### src/tpe_regs.vh
// Constants of the two-address port expander
`ifndef TPE_REGS_VH
`define TPE_REGS_VH
// ----------------------------------------------------------------
// Target address prefixes (upper three address bits)
// ----------------------------------------------------------------
`define TPE_PFX_OUT      3'h5
`define TPE_PFX_IN       3'h6
// ----------------------------------------------------------------
// Address-select strap codes
// ----------------------------------------------------------------
`define TPE_AD_GND       2'h0
`define TPE_AD_VCC       2'h1
`define TPE_AD_SCL       2'h2
`define TPE_AD_SDA       2'h3
// ----------------------------------------------------------------
// Reset values and bus timing
// ----------------------------------------------------------------
`define TPE_MASK_RST     8'hFF
`define TPE_FLAG_RST     8'h00
`define TPE_BITS         4'h8
`define TPE_CLK_KHZ      40000
`define TPE_SCL_MAX_KHZ  400
`define TPE_OVERSAMPLE   (`TPE_CLK_KHZ / `TPE_SCL_MAX_KHZ)
`endif

### src/tpe_sync.v
// Two-flop level synchroniser, one bit per lane
`timescale 1ns/100ps
module tpe_sync #(
    parameter         W       = 1,
    parameter [W-1:0] RST_VAL = {W{1'b0}}
) (
    clk,
    reset_n,
    ce,
    d,
    q
);
    input  wire         clk;
    input  wire         reset_n;
    input  wire         ce;
    input  wire [W-1:0] d;
    output reg  [W-1:0] q;

    reg [W-1:0] meta_r;

    // Reset level chosen per instance to match the idle level of its pins
    always @(posedge clk or negedge reset_n) begin
        if (!reset_n) begin
            meta_r <= RST_VAL;
            q      <= RST_VAL;
        end else if (ce) begin
            meta_r <= d;
            q      <= meta_r;
        end
    end
endmodule

### src/tpe_top.v
// Serial-bus port expander: 8 outputs, 8 monitored inputs, two targets
//
// Overview of operation
// - The output port answers at address 101xxxx and the input port at 110xxxx.
// - The low four address bits come from the two four-level address-select straps.
// - The bus runs up to 400kHz and the controller must not clock it faster; the bench controller model clocks it at 5MHz.
// - A low bus-reset pin returns the serial engine to idle and drops any transfer.
// - All eight inputs are sampled every cycle that ce is high, bus activity or not.
// - Each input owns a transition flag set when its level changes.
// - All flags clear when a transaction addressed to this device takes place.
// - A flag stays set until cleared, so short pulses are still reported.
// - An eight-bit mask selects which flags may drive the interrupt.
// - Eight push-pull outputs start from selectable default levels.
// - Input pull-ups are enabled or disabled by the address-select straps.
// - After power-on reset the mask is all ones and all flags are clear.
// - The bus-reset pin leaves the interrupt untouched.
// - The low strap controls pull-ups on inputs 0-3, the high strap inputs 4-7.
`timescale 1ns/100ps
`include "tpe_regs.vh"
module tpe_top (
    clk,
    reset_n,
    ce,
    scl_in,
    sda_in,
    sda_out,
    sda_oe,
    bus_rst_n,
    addr_sel_low,
    addr_sel_high,
    out_default,
    in_pins,
    out_pins,
    pullup_en,
    int_out,
    int_oe
);
    input  wire       clk;
    input  wire       reset_n;
    input  wire       ce;
    input  wire       scl_in;
    input  wire       sda_in;
    output wire       sda_out;
    output wire       sda_oe;
    input  wire       bus_rst_n;
    input  wire [1:0] addr_sel_low;
    input  wire [1:0] addr_sel_high;
    input  wire [7:0] out_default;
    input  wire [7:0] in_pins;
    output wire [7:0] out_pins;
    output wire [7:0] pullup_en;
    output wire       int_out;
    output wire       int_oe;

    // ----------------------------------------------------------------
    // States
    // ----------------------------------------------------------------
    localparam [6:0] ST_IDLE  = 7'h01;
    localparam [6:0] ST_ADDR  = 7'h02;
    localparam [6:0] ST_ACKA  = 7'h04;
    localparam [6:0] ST_WRITE = 7'h08;
    localparam [6:0] ST_ACKW  = 7'h10;
    localparam [6:0] ST_READ  = 7'h20;
    localparam [6:0] ST_ACKR  = 7'h40;

    // Strap counts as selecting pull-ups unless tied to ground
    function grp_pull;
        input [1:0] code;
        begin
            grp_pull = (code != `TPE_AD_GND);
        end
    endfunction

    // ----------------------------------------------------------------
    // Input synchronisers
    // ----------------------------------------------------------------
    wire [7:0] in_s;
    wire [3:0] ad_s;
    wire       scl_s;
    wire       sda_s;
    wire       brst_n_s;

    tpe_sync #(.W(8), .RST_VAL(8'h00)) u_sync_in (
        .clk     (clk),
        .reset_n (reset_n),
        .ce      (ce),
        .d       (in_pins),
        .q       (in_s)
    );

    // Straps read as high until sensed, matching the power-up pull-up state
    tpe_sync #(.W(7), .RST_VAL(7'h7F)) u_sync_bus (
        .clk     (clk),
        .reset_n (reset_n),
        .ce      (ce),
        .d       ({addr_sel_high, addr_sel_low, scl_in, sda_in, bus_rst_n}),
        .q       ({ad_s, scl_s, sda_s, brst_n_s})
    );

    // ----------------------------------------------------------------
    // Registers
    // ----------------------------------------------------------------
    reg  [6:0] state_r;
    reg  [3:0] cnt_r;
    reg  [7:0] sh_r;
    reg  [7:0] tx_r;
    reg        sda_oe_r;
    reg        is_in_r;
    reg        rd_r;
    reg        sel_flag_r;
    reg        got_ack_r;
    reg        scl_d_r;
    reg        sda_d_r;
    reg  [7:0] prev_in_r;
    reg  [7:0] flags_r;
    reg  [7:0] snap_r;
    reg  [7:0] mask_r;
    reg  [7:0] out_r;
    reg  [1:0] init_r;
    reg        int_oe_r;
    reg  [7:0] pull_r;
    reg        hit_r;

    // Sampling at 40 MHz leaves 100 samples per bit at the top bus rate
    wire       scl_rise = scl_s & ~scl_d_r;
    wire       scl_fall = ~scl_s & scl_d_r;
    wire       bus_start = scl_s & scl_d_r & sda_d_r & ~sda_s;
    wire       bus_stop = scl_s & scl_d_r & ~sda_d_r & sda_s;
    wire [3:0] low_addr = {~ad_s[3], ad_s[2], ad_s[1:0]};
    wire       match_out = (sh_r[7:5] == `TPE_PFX_OUT) && (sh_r[4:1] == low_addr);
    wire       match_in = (sh_r[7:5] == `TPE_PFX_IN) && (sh_r[4:1] == low_addr);
    wire       byte_done = (cnt_r == `TPE_BITS);
    wire [7:0] chg = in_s ^ prev_in_r;
    wire [7:0] flags_nxt = (flags_r & ~{8{hit_r}}) | chg;
    wire [7:0] next_tx = is_in_r ? (sel_flag_r ? in_s : snap_r) : out_r;

    assign sda_out   = 1'b0;
    assign sda_oe    = sda_oe_r;
    assign out_pins  = out_r;
    assign pullup_en = pull_r;
    assign int_out   = 1'b0;
    assign int_oe    = int_oe_r;

    // ----------------------------------------------------------------
    // Transition detection, mask, outputs
    // ----------------------------------------------------------------
    always @(posedge clk or negedge reset_n) begin
        if (!reset_n) begin
            prev_in_r <= 8'h00;
            flags_r   <= `TPE_FLAG_RST;
            int_oe_r  <= 1'b0;
            pull_r    <= 8'hFF;
            init_r    <= 2'h0;
        end else if (ce) begin
            // Three settling cycles, so pins idling high raise no false flag
            prev_in_r <= in_s;
            flags_r   <= (init_r == 2'h3) ? flags_nxt : `TPE_FLAG_RST;
            init_r    <= (init_r == 2'h3) ? init_r : init_r + 2'h1;
            // Bus reset is not looked at here
            int_oe_r  <= (init_r == 2'h3) && |(flags_nxt & mask_r);
            pull_r    <= {{4{grp_pull(ad_s[3:2])}}, {4{grp_pull(ad_s[1:0])}}};
        end
    end

    // ----------------------------------------------------------------
    // Serial target engine
    // ----------------------------------------------------------------
    always @(posedge clk or negedge reset_n) begin
        if (!reset_n) begin
            state_r    <= ST_IDLE;
            cnt_r      <= 4'h0;
            sh_r       <= 8'h00;
            tx_r       <= 8'h00;
            sda_oe_r   <= 1'b0;
            is_in_r    <= 1'b0;
            rd_r       <= 1'b0;
            sel_flag_r <= 1'b0;
            got_ack_r  <= 1'b0;
            scl_d_r    <= 1'b1;
            sda_d_r    <= 1'b1;
            snap_r     <= 8'h00;
            mask_r     <= `TPE_MASK_RST;
            out_r      <= 8'h00;
            hit_r      <= 1'b0;
        end else if (ce) begin
            scl_d_r <= scl_s;
            sda_d_r <= sda_s;
            hit_r   <= 1'b0;
            if (init_r == 2'h0) begin
                out_r <= out_default;
            end
            if (!brst_n_s) begin
                state_r  <= ST_IDLE;
                sda_oe_r <= 1'b0;
                cnt_r    <= 4'h0;
            end else if (bus_start) begin
                state_r  <= ST_ADDR;
                sda_oe_r <= 1'b0;
                cnt_r    <= 4'h0;
            end else if (bus_stop) begin
                state_r  <= ST_IDLE;
                sda_oe_r <= 1'b0;
            end else begin
                case (state_r)
                    ST_IDLE: begin
                        cnt_r <= 4'h0;
                    end
                    ST_ADDR: begin
                        if (scl_rise) begin
                            sh_r  <= {sh_r[6:0], sda_s};
                            cnt_r <= cnt_r + 4'h1;
                        end else if (scl_fall && byte_done) begin
                            if (match_out || match_in) begin
                                sda_oe_r <= 1'b1;
                                is_in_r  <= match_in;
                                rd_r     <= sh_r[0];
                                snap_r   <= flags_r;
                                hit_r    <= 1'b1;
                                state_r  <= ST_ACKA;
                            end else begin
                                state_r <= ST_IDLE;
                            end
                        end
                    end
                    ST_ACKA: begin
                        if (scl_fall) begin
                            cnt_r <= 4'h0;
                            if (rd_r) begin
                                // First byte: pins for input port, levels for output
                                tx_r       <= is_in_r ? in_s : out_r;
                                sda_oe_r   <= ~(is_in_r ? in_s[7] : out_r[7]);
                                sel_flag_r <= 1'b0;
                                state_r    <= ST_READ;
                            end else begin
                                sda_oe_r <= 1'b0;
                                state_r  <= ST_WRITE;
                            end
                        end
                    end
                    ST_WRITE: begin
                        if (scl_rise) begin
                            sh_r  <= {sh_r[6:0], sda_s};
                            cnt_r <= cnt_r + 4'h1;
                        end else if (scl_fall && byte_done) begin
                            sda_oe_r <= 1'b1;
                            if (is_in_r) begin
                                mask_r <= sh_r;
                            end else begin
                                out_r <= sh_r;
                            end
                            state_r <= ST_ACKW;
                        end
                    end
                    ST_ACKW: begin
                        if (scl_fall) begin
                            sda_oe_r <= 1'b0;
                            cnt_r    <= 4'h0;
                            state_r  <= ST_WRITE;
                        end
                    end
                    ST_READ: begin
                        if (scl_rise) begin
                            cnt_r <= cnt_r + 4'h1;
                        end else if (scl_fall) begin
                            if (byte_done) begin
                                sda_oe_r  <= 1'b0;
                                got_ack_r <= 1'b0;
                                state_r   <= ST_ACKR;
                            end else begin
                                tx_r     <= {tx_r[6:0], 1'b0};
                                sda_oe_r <= ~tx_r[6];
                            end
                        end
                    end
                    ST_ACKR: begin
                        if (scl_rise) begin
                            got_ack_r <= ~sda_s;
                        end else if (scl_fall) begin
                            if (got_ack_r) begin
                                // Input port alternates flag snapshot and pin levels
                                tx_r       <= next_tx;
                                sda_oe_r   <= ~next_tx[7];
                                sel_flag_r <= ~sel_flag_r;
                                cnt_r      <= 4'h0;
                                state_r    <= ST_READ;
                            end else begin
                                state_r <= ST_IDLE;
                            end
                        end
                    end
                    default: begin
                        state_r  <= ST_IDLE;
                        sda_oe_r <= 1'b0;
                    end
                endcase
            end
        end
    end
endmodule

### config.mk
export PLATFORM = sky130hd
export DESIGN_NAME = tpe_top
export DESIGN_NICKNAME = d
export VERILOG_FILES = /design/src/tpe_sync.v /design/src/tpe_top.v
export VERILOG_INCLUDE_DIRS = /design/src
export SDC_FILE = /design/constraint.sdc
export NUM_CORES = 1
export LEC_CHECK = 0
export BUFFER_PORTS_ARGS = -buffer_cell sky130_fd_sc_hd__buf_2
export CAP_MARGIN = 30
export CORE_UTILIZATION = 40
export DETAILED_ROUTE_END_ITERATION = 7
export PLACE_DENSITY_LB_ADDON = 0.08
export RECOVER_POWER = 25
export SLEW_MARGIN = 20
export SYNTH_ARGS = -nofsm -noshare
export SYNTH_HDL_FRONTEND = slang
export SYNTH_HIERARCHICAL = 1
export SYNTH_SLANG_ARGS = --single-unit
### constraint.sdc
create_clock -name clk -period 1.95 [get_ports clk]
set_input_delay 0.39 -clock clk [delete_from_list [all_inputs] [get_ports clk]]
set_output_delay 0.39 -clock clk [all_outputs]
set_load 0.02 [all_outputs]
# Yosys cells after proc, flatten, opt, wreduce, memory -nomap -nowiden
# Index checks and enable logic that the tools add are counted.
# op_classes
n_addsub	2
eq_ne	43
n_mux	85
bitwise_logic	25
n_reduce_logical	25
# ops
operator	n
2-to-1 mux 7 bit	23
2-to-1 mux 8 bit	11
!= test 5 bit (second input constant)	13
one-hot mux 7 bit (7 select lines)	1
2-to-1 mux 1 bit	34
2-to-1 mux 4 bit	8
AND reduction 13 bit	2
!= test 4 bit (second input constant)	6
AND reduction 8 bit	3
one-hot mux 7 bit (3 select lines)	1
!= test 2 bit (second input constant)	10
AND 8 bit	2
one-hot mux 4 bit (4 select lines)	1
AND reduction 14 bit	1
inverter 1 bit	13
2-to-1 mux 6 bit	2
AND reduction 10 bit	1
AND reduction 9 bit	1
inverter 8 bit	1
bitwise OR 8 bit	1
nonzero test 2 bit	4
OR reduction 8 bit	1
bitwise XOR 8 bit	1
AND 1 bit	7
26 further kinds	32
# word_totals
regBits	112
inputBits	26
elab_cells	204

# Depth between registers and ports, before layout
# Gate-level depths: netlist (run 1).
# depth
ltp_word	11
mapped_depth	9
mapped_depth_nobuf	8

# By module
# The synthesis (run 1) kept the hierarchy.
# modules_own_cells
mod	n_inst	cells_per_inst	area_per_inst_um2
tpe_top	1	479	4700.8
tpe_sync (u_sync_in)	1	34	649.4
tpe_sync (u_sync_bus)	1	29	536.8

# Worst setup path after synthesis (run 1)
# Ideal clock, no wire load.
# synth_timing
kind	flip-flop to flip-flop
startpoint	register cnt_r[0]
endpoint	register state_r[2]
t_arrival_ns	1.916
t_required_ns	1.825
path_slack_ns	-0.091
path_stages_with_launch	9
period_less_slack_ns	2.041
path_cell_list	dfrtp_1 > inv_1 > ha_1 > nand3b_1 > or2_2 > a22oi_1 > o31ai_2 > o22ai_2 > mux2_2
# synth_between
elab_chain_cells	4
# synth_lines
item	line_no	text
from (decl)	tpe_top.v:104	reg [3:0] cnt_r;
from (signal assigned)	tpe_top.v:211	cnt_r <= cnt_r + 4'h1;
from (signal assigned)	tpe_top.v:243	cnt_r <= cnt_r + 4'h1;
from (signal assigned)	tpe_top.v:263	cnt_r <= cnt_r + 4'h1;
equality test 4 bit (no line) *	n/a	
logical AND 1 bit	tpe_top.v:212, tpe_top.v:244	
!= test 5 bit (no line)	n/a	
AND reduction 13 bit (no line) *	n/a	
to (signal assigned)	tpe_top.v:219	state_r <= ST_ACKA;
to (signal assigned)	tpe_top.v:221	state_r <= ST_IDLE;
to (signal assigned)	tpe_top.v:251	state_r <= ST_ACKW;
to (decl)	tpe_top.v:103	reg [6:0] state_r;
# Mark *: on every way between the ends. The rest lies on a longest branch, timed or not.
# A chain may end at the register's enable or synchronous reset.

# Worst setup path after layout (run 1)
# layout_timing
startpoint	register state_r[1]
endpoint	register cnt_r[3]
# layout_between
elab_chain_cells	6
# layout_lines
item	line_no	text
from (signal assigned)	tpe_top.v:170	state_r <= ST_IDLE;
from (signal assigned)	tpe_top.v:193	state_r <= ST_IDLE;
from (signal assigned)	tpe_top.v:197	state_r <= ST_ADDR;
equality test 7 x 6 -> 1 bit, or another cell as far along	tpe_top.v:204	case (state_r)
OR reduction 3 bit (no line) or OR reduction 2 bit (tied branches)	n/a	
one-hot mux 4 bit (4 select lines)	tpe_top.v:204	
2-to-1 mux 4 bit	tpe_top.v:200	end else if (bus_stop) begin
2-to-1 mux 4 bit	tpe_top.v:196	end else if (bus_start) begin
2-to-1 mux 4 bit	tpe_top.v:192	if (!brst_n_s) begin
# Several ways; a longest one is shown, not always the timed one. The select of a mux whose other input is x is not followed.

==> impl_results.md, run 1 <==
- Ranking of synthesized cells by area: dfrtp_1 35%, mux2_2 14%, dfstp_2 12%, a21oi_1 3.1%, mux2_4 2.6%
- Boundary pin count: 46
- Required arrival time at the worst endpoint: 2.20 ns
- Outcome: complete, but fails checks
- First-pass iteration count of the detailed router: 4
- Chain of cells forming the critical path: buf_6, nor3_4, buf_4, nand3_2, and4_1, a311o_1, or2_4, a22o_1
- Initial core utilization: 0.418
- Port-buffer cells: 43
- Relative area change from synthesis to final layout: 35.9%
- Share of the core filled with cells in the final layout: 0.568
- Number of maximum-capacitance constraint violations: 0
- Synth Warn #: 6
- Violated checks: setup timing
- Max-slew headroom: 0.395
- Slowest stage cell on the critical path: dfrtp_2
- Mean routed wirelength per cell: 19.0 microns
- Final number of max-transition violations: 0
- Sort of element at the end of the critical path: register
- Unrepaired setup endpoints after global routing: yes
- Number of antenna violations at the first check in global routing: 1
- Setup CP Type: reg2reg
- Share of the synthesized area in the top cell type: 0.349
- Placement row count: 43
- Area of the placeable core: 14100 sq um
- TritonCTS Buffers: 9
- PnR Total Power: 6.80 mW
- Placed cell area: 6860 sq um
- Synth cell types: 67
- Max VDD drop: 0.713 mV
- Seq cells post-synth: 109
- # setup viols final: 46
- Total power per unit cell area: 850 nW/um^2
- Post-synthesis cell count: 542
- DRC violations left: 0
- Avg Vias per Cell: 5.44
- Via total after detailed routing: 4707
- Count of clock tree sinks: 109
- Remaining Overflow, GRT: 0
- Leading register cell type out of synthesis: dfrtp_1
- Number of nets with antenna violations after detailed routing: 0
- Post-synthesis cell type with the largest combined area: dfrtp_1
- Max Clock Freq: 0.479 GHz
- Non-Filler Cell Area, Final: 8000 sq um
- Post-layout worst setup margin: -0.138 ns
- Clock slew at the register clock pins of the worst setup and hold paths: 0.08 ns
- CP max FO: 5
- Sum of negative setup slack: -2.44 ns
- Die Footprint: 15200 sq um
- First-pass GRT wire length: 25500 microns
- CTS Root Buffer Type: clkbuf_16
- Part of the Yosys area used for sequential elements: 0.469
- Total routed wirelength: 16400 microns
- Number of flops mapped to enable cells by yosys: 0
- Classification of the worst-slack hold path: in2reg
- Worst-margin pin slew: 0.907 ns
- Most used cells in the layout excluding fill and tap cells: 90 x buf_4, 76 x dfrtp_1, 46 x mux2_2, 41 x buf_2, 35 x mux2_4
- Chip Height: 123 microns
- Clock latency of the later-clocked register in the worst-skew pair: 0.36 ns
- Worst stage delay on the critical path: 0.47 ns
- Drt first-iter violations: 285
- H-Tree Depth: 3
- Pin count of the biggest net entering global routing: 64
- Worst-case clock buffer depth: 2
- Floorplan die width: 123 microns
- Most common cell after layout, fill and taps aside: buf_4
- Clock period minus final worst setup slack: 2.09 ns
- TritonCTS clock tree: yes
- Synthesized area divided by synthesized cell count: 10.9 sq um
- GRT Overall Usage: 0.226
- Area of the mapped netlist: 5890 sq um
- Final setup skew: 0.00915 ns
- Final net count: 710
- Hold violation total from the final report: 0
- Vias in the first global route: 4583
- Fraction of final layout cells with drive strength greater than 1: 0.536
- Worst path arrival time: 2.33 ns
- Period utilisation layout: 1.07
- Worst Hold Margin: 0.257 ns
- Routability cong.: 0.882
- Half-perimeter wire length after placement: 11400 microns
- Leakage power: 3.51 nW
- Number of antenna diodes: 0
- Critical Path Start Type: register
- Asr flop ratio synth: 1.00
-- synth_stat cells, drive strengths merged (14+ instances only) --
library cell,count
dfstp,27
mux2,83
o22ai,18
nor2b,14
inv,19
a21oi,37
dfrtp,82
buf,29
o21ai,27
xor2,14
nand2,27
nor2,31
-- final cells by class --
type | count | area (sq um)
repair buffers | 163 | 1260
clock buffers | 10 | 229
flip-flops and latches | 109 | 2770
fillers | 1245 | 6090
well taps | 180 | 225
inverters | 19 | 71.3
clock inverters | 6 | 60.1
multi-input cells | 378 | 3390
-- stage by stage --
stage                     cells  worst slack (ns)
final                       865            -0.138
after global routing        865            -0.201
after floorplan             543          -0.00708
after global placement      817            -0.207
after CTS                   851            -0.112
after detailed placement    817            -0.258
-- critical path: cells and delay by family, from the launching register on --
kind            cells  cell delay [ns]
buf+inv             2             0.30
flops               1             0.47
compound gates      2             0.54
simple gates        4             0.67
-- report_power, final --
part           internal [mW]  leakage (nW)  switching [mW]
Sequential              2.62          1.33           0.362
Combinational          0.933          2.04            1.07
Clock                  0.897         0.142           0.918
Total                   4.45          3.51            2.35
-- layer usage --
layer / share of wire / vias to the layer above / track usage / routed length (microns)
met5: 0 / - / 0 / 0
met4: 0.011 / 0 / 0.0497 / 175
met3: 0.039 / 16 / 0.0461 / 640
met2: 0.47 / 89 / 0.348 / 7750
met1: 0.48 / 2380 / 0.326 / 7850
li1: - / 2222 / - / -
-- flip-flops by register name, summed over array words and instances (netlist names), 8 cells and up --
register,count
out_pins,8
u_sync_in/meta_r,8
u_sync_in/q,8
mask_r,8
snap_r,8
prev_in_r,8
flags_r,8
sh_r,8
-- timing repair --
item                                    4_1_cts  5_1_grt
hold buffers                                  1        0
endpoints found under the setup margin       53       54
buffers inserted                             17       16
gates resized for setup                      46      102
hold endpoints to repair                     15        0
pin swaps                                    16       31
-- cells by family (layout without fill, tap and decap cells) --
logic type,Yosys count,after routing,synth area share
other,1,2,0.000637
XOR/XNOR,20,20,0.0298
buffers and inverters,56,198,0.0516
multiplexers,87,87,0.172
AND/OR/NAND/NOR,145,145,0.138
flip-flops,109,109,0.469
AO/OA/AOI/OAI,120,120,0.131
adder cells (fa/ha/maj),4,4,0.00850
-- path summary, 6_finish.rpt --
path | to | depth (start not counted) | slack [ns] | from
setup / recovery | cnt_r[3] | 8 | -0.14 | state_r[1]
hold reg to reg | u_sync_in/q[1] | 1 | 0.50 | u_sync_in/meta_r[1]
hold / removal | u_sync_bus/meta_r[2] | 2 | 0.26 | scl_in
max in group asynchronous | u_sync_bus/meta_r[3] | 3 | 0.46 | reset_n
setup reg to reg | cnt_r[3] | 8 | -0.14 | state_r[1]
min in group asynchronous | cnt_r[2] | 2 | 0.69 | reset_n
No activity file was read; power rests on OpenSTA's default activity.
==> run 2: changes to the inputs <==
BUFFER_PORTS_ARGS = unset   (was -buffer_cell sky130_fd_sc_hd__buf_2)
DONT_BUFFER_PORTS = 1   (was unset)
REMOVE_ABC_BUFFERS = 1   (was unset)
==> run 2 against run 1 <==
The run ends with hold timing, setup timing left. Worst hold slack worse by 0.53 ns. Power is 1.8% lower. Sequential power hardly changed. Critical path depth is 1 lower. Die area stayed put. Worst setup slack worse by 0.069 ns. Final area is 7.5% lower. Register-to-register slack worse by 0.07 ns. Routed wire length is 6.3% lower. Clock skew is 0.0019 ns higher. Critical path type unchanged. Critical endpoint unchanged.
==> impl_results.md, run 2 (synthesis gave the netlist of run 1 again) <==
- Outcome: complete, but fails checks
- Violated checks: hold timing, setup timing
- Setup CP Type: reg2reg
- Worst-case clock buffer depth: 2 (unchanged)
- Max VDD drop: 0.607 mV (-15%)
- CP max FO: 8 (+3)
- GRT Overall Usage: 0.220 (-0.00637)
- Total routed wirelength: 15400 microns (-6.3%)
- Post-layout worst setup margin: -0.207 ns (-0.0685 ns)
- Worst Hold Margin: -0.269 ns (-0.526 ns)
- Avg Vias per Cell: 5.45 (+0.21%)
- Buffer and inverter count on the worst path: 1 (-1)
- PnR Total Power: 6.68 mW (-1.8%)
- Placement row count: 43 (unchanged)
- Initial core utilization: 0.418 (unchanged)
- Max Clock Freq: 0.464 GHz (-3.2%)
- Most used cells in the layout excluding fill and tap cells: 93 x buf_4, 76 x dfrtp_1, 66 x mux2_2, 34 x a21oi_1, 28 x nor2_1
- Routability cong.: 0.847 (-4.0%)
- Critical Path Start Type: register
- Clock latency of the later-clocked register in the worst-skew pair: 0.35 ns (about the same)
- Worst reg-to-reg setup slack: -0.21 ns (-0.07 ns)
- Worst path depth: 7 (-1)
- Chain of cells forming the critical path: nor3_4, nand3_2, and4_1, a311o_1, buf_4, o41ai_4, a22o_1
- Area of the placeable core: 14100 sq um (unchanged)
- Critical register-to-register path startpoint: state_r[1]
- H-Tree Depth: 3 (unchanged)
- Post-placement setup slack: -0.278 ns (-0.0203 ns)
- Worst path arrival time: 2.44 ns (+0.11 ns)
- Chip Height: 123 microns (unchanged)
- TritonCTS clock tree: yes
- Depth of the worst register-to-register path: 7 (-1)
- Sort of element at the end of the critical path: register
- Relative area change from synthesis to final layout: 25.7%
- Floorplan die width: 123 microns (unchanged)
- Final setup skew: 0.0110 ns (+0.00186 ns)
- Final net count: 653 (-8.0%)
- Half-perimeter wire length after placement: 10900 microns (-4.5%)
- Slowest stage cell on the critical path: dfrtp_2
- Sum of negative setup slack: -3.02 ns (-0.584 ns)
- Number of nets with antenna violations after detailed routing: 0 (unchanged)
- CTS Root Buffer Type: clkbuf_16
- Worst stage delay on the critical path: 0.50 ns (+0.03 ns)
- Fraction of final layout cells with drive strength greater than 1: 0.462 (-0.0740)
- First-pass GRT wire length: 24800 microns (-2.7%)
- Most common cell after layout, fill and taps aside: buf_4
- Worst setup path start: state_r[1]
- Remaining Overflow, GRT: 0 (unchanged)
- Vias in the first global route: 4583 (unchanged)
- Category of cells accounting for the largest share of critical-path delay: compound AO/OA/AOI/OAI gates
- Number of antenna violations at the first check in global routing: 0 (-1)
- Boundary pin count: 46 (unchanged)
- DRC violations left: 0 (unchanged)
- Drt first-iter violations: 205 (-28%)
- Total power per unit cell area: 902 nW/um^2 (+6.1%)
- First-pass iteration count of the detailed router: 5 (+1)
- Via total after detailed routing: 4406 (-6.4%)
- Number of maximum-capacitance constraint violations: 0 (unchanged)
- Classification of the worst-slack hold path: in2async
- Port-buffer cells: 0 (-100%)
- Pin count of the biggest net entering global routing: 110 (+72%)
- # setup viols final: 38 (-17%)
- Clock period minus final worst setup slack: 2.16 ns (+0.0685 ns)
- TritonCTS Buffers: 9 (unchanged)
- Period utilisation layout: 1.11 (+0.0351)
- Number of antenna diodes: 0 (unchanged)
- Leakage power: 3.22 nW (-8.2%)
- Final number of max-transition violations: 0 (unchanged)
- Count of clock tree sinks: 109 (unchanged)
- Mean routed wirelength per cell: 19.0 microns (+0.31%)
- Unrepaired setup endpoints after global routing: yes
- Hold violation total from the final report: 109 (+109)
- Required arrival time at the worst endpoint: 2.23 ns (+0.03 ns)
- Clock slew at the register clock pins of the worst setup and hold paths: 0.08 ns (about the same)
- Die Footprint: 15200 sq um (unchanged)
==> run 2: final timing paths <==
kind | to
max | cnt_r[3]
min | prev_in_r[5]
max reg2reg | cnt_r[3]
min reg2reg | snap_r[0]
max in group asynchronous | u_sync_bus/meta_r[5]
min in group clk | out_pins[5]
==> run 2: stage by stage <==
stage | util | cells | cell area, sq um
4_1_cts | 0.517 | 808 | 7280
6_report | 0.525 | 808 | 7400
3_3_place_gp | 0.465 | 773 | 6560
5_1_grt | 0.525 | 808 | 7400
3_5_place_dp | 0.465 | 773 | 6560
2_1_floorplan | - | 506 | 5660
==> run 2: cell type report <==
class | count | area, sq um
multi-input cells | 378 | 3130
flip-flops and latches | 109 | 2770
fillers | 1267 | 6690
repair buffers | 106 | 871
clock buffers | 9 | 225
clock inverters | 7 | 108
inverters | 19 | 71.3
well taps | 180 | 225
==> run 2: per-layer routing <==
metal	global-route usage	share of wire	vias up
met4	0.0459	0.0065	0
met1	0.302	0.47	2192
li1	-	-	2124
met5	0	0	-
met2	0.357	0.48	81
met3	0.0452	0.046	9
==> run 2: power by group <==
part	switching, mW	total, mW	leakage, nW	internal [mW]
Combinational	0.827	1.64	1.73	0.814
Clock	0.878	2.02	0.163	1.15
Sequential	0.393	3.01	1.33	2.62
==> run 2: worst register-to-register path, stage by stage (launching register included) <==
cell	delay, ns
dfrtp_2	0.50
nor3_4	0.36
nand3_2	0.12
and4_1	0.20
a311o_1	0.33
buf_4	0.16
o41ai_4	0.22
a22o_1	0.18
==> run 2: timing repair <==
item	CTS	global route
buffers inserted	19	1
gates resized for setup	55	26
setup endpoints to repair	53	53
hold endpoints to repair	109	109
gates cloned	1	0
pin swaps	18	15
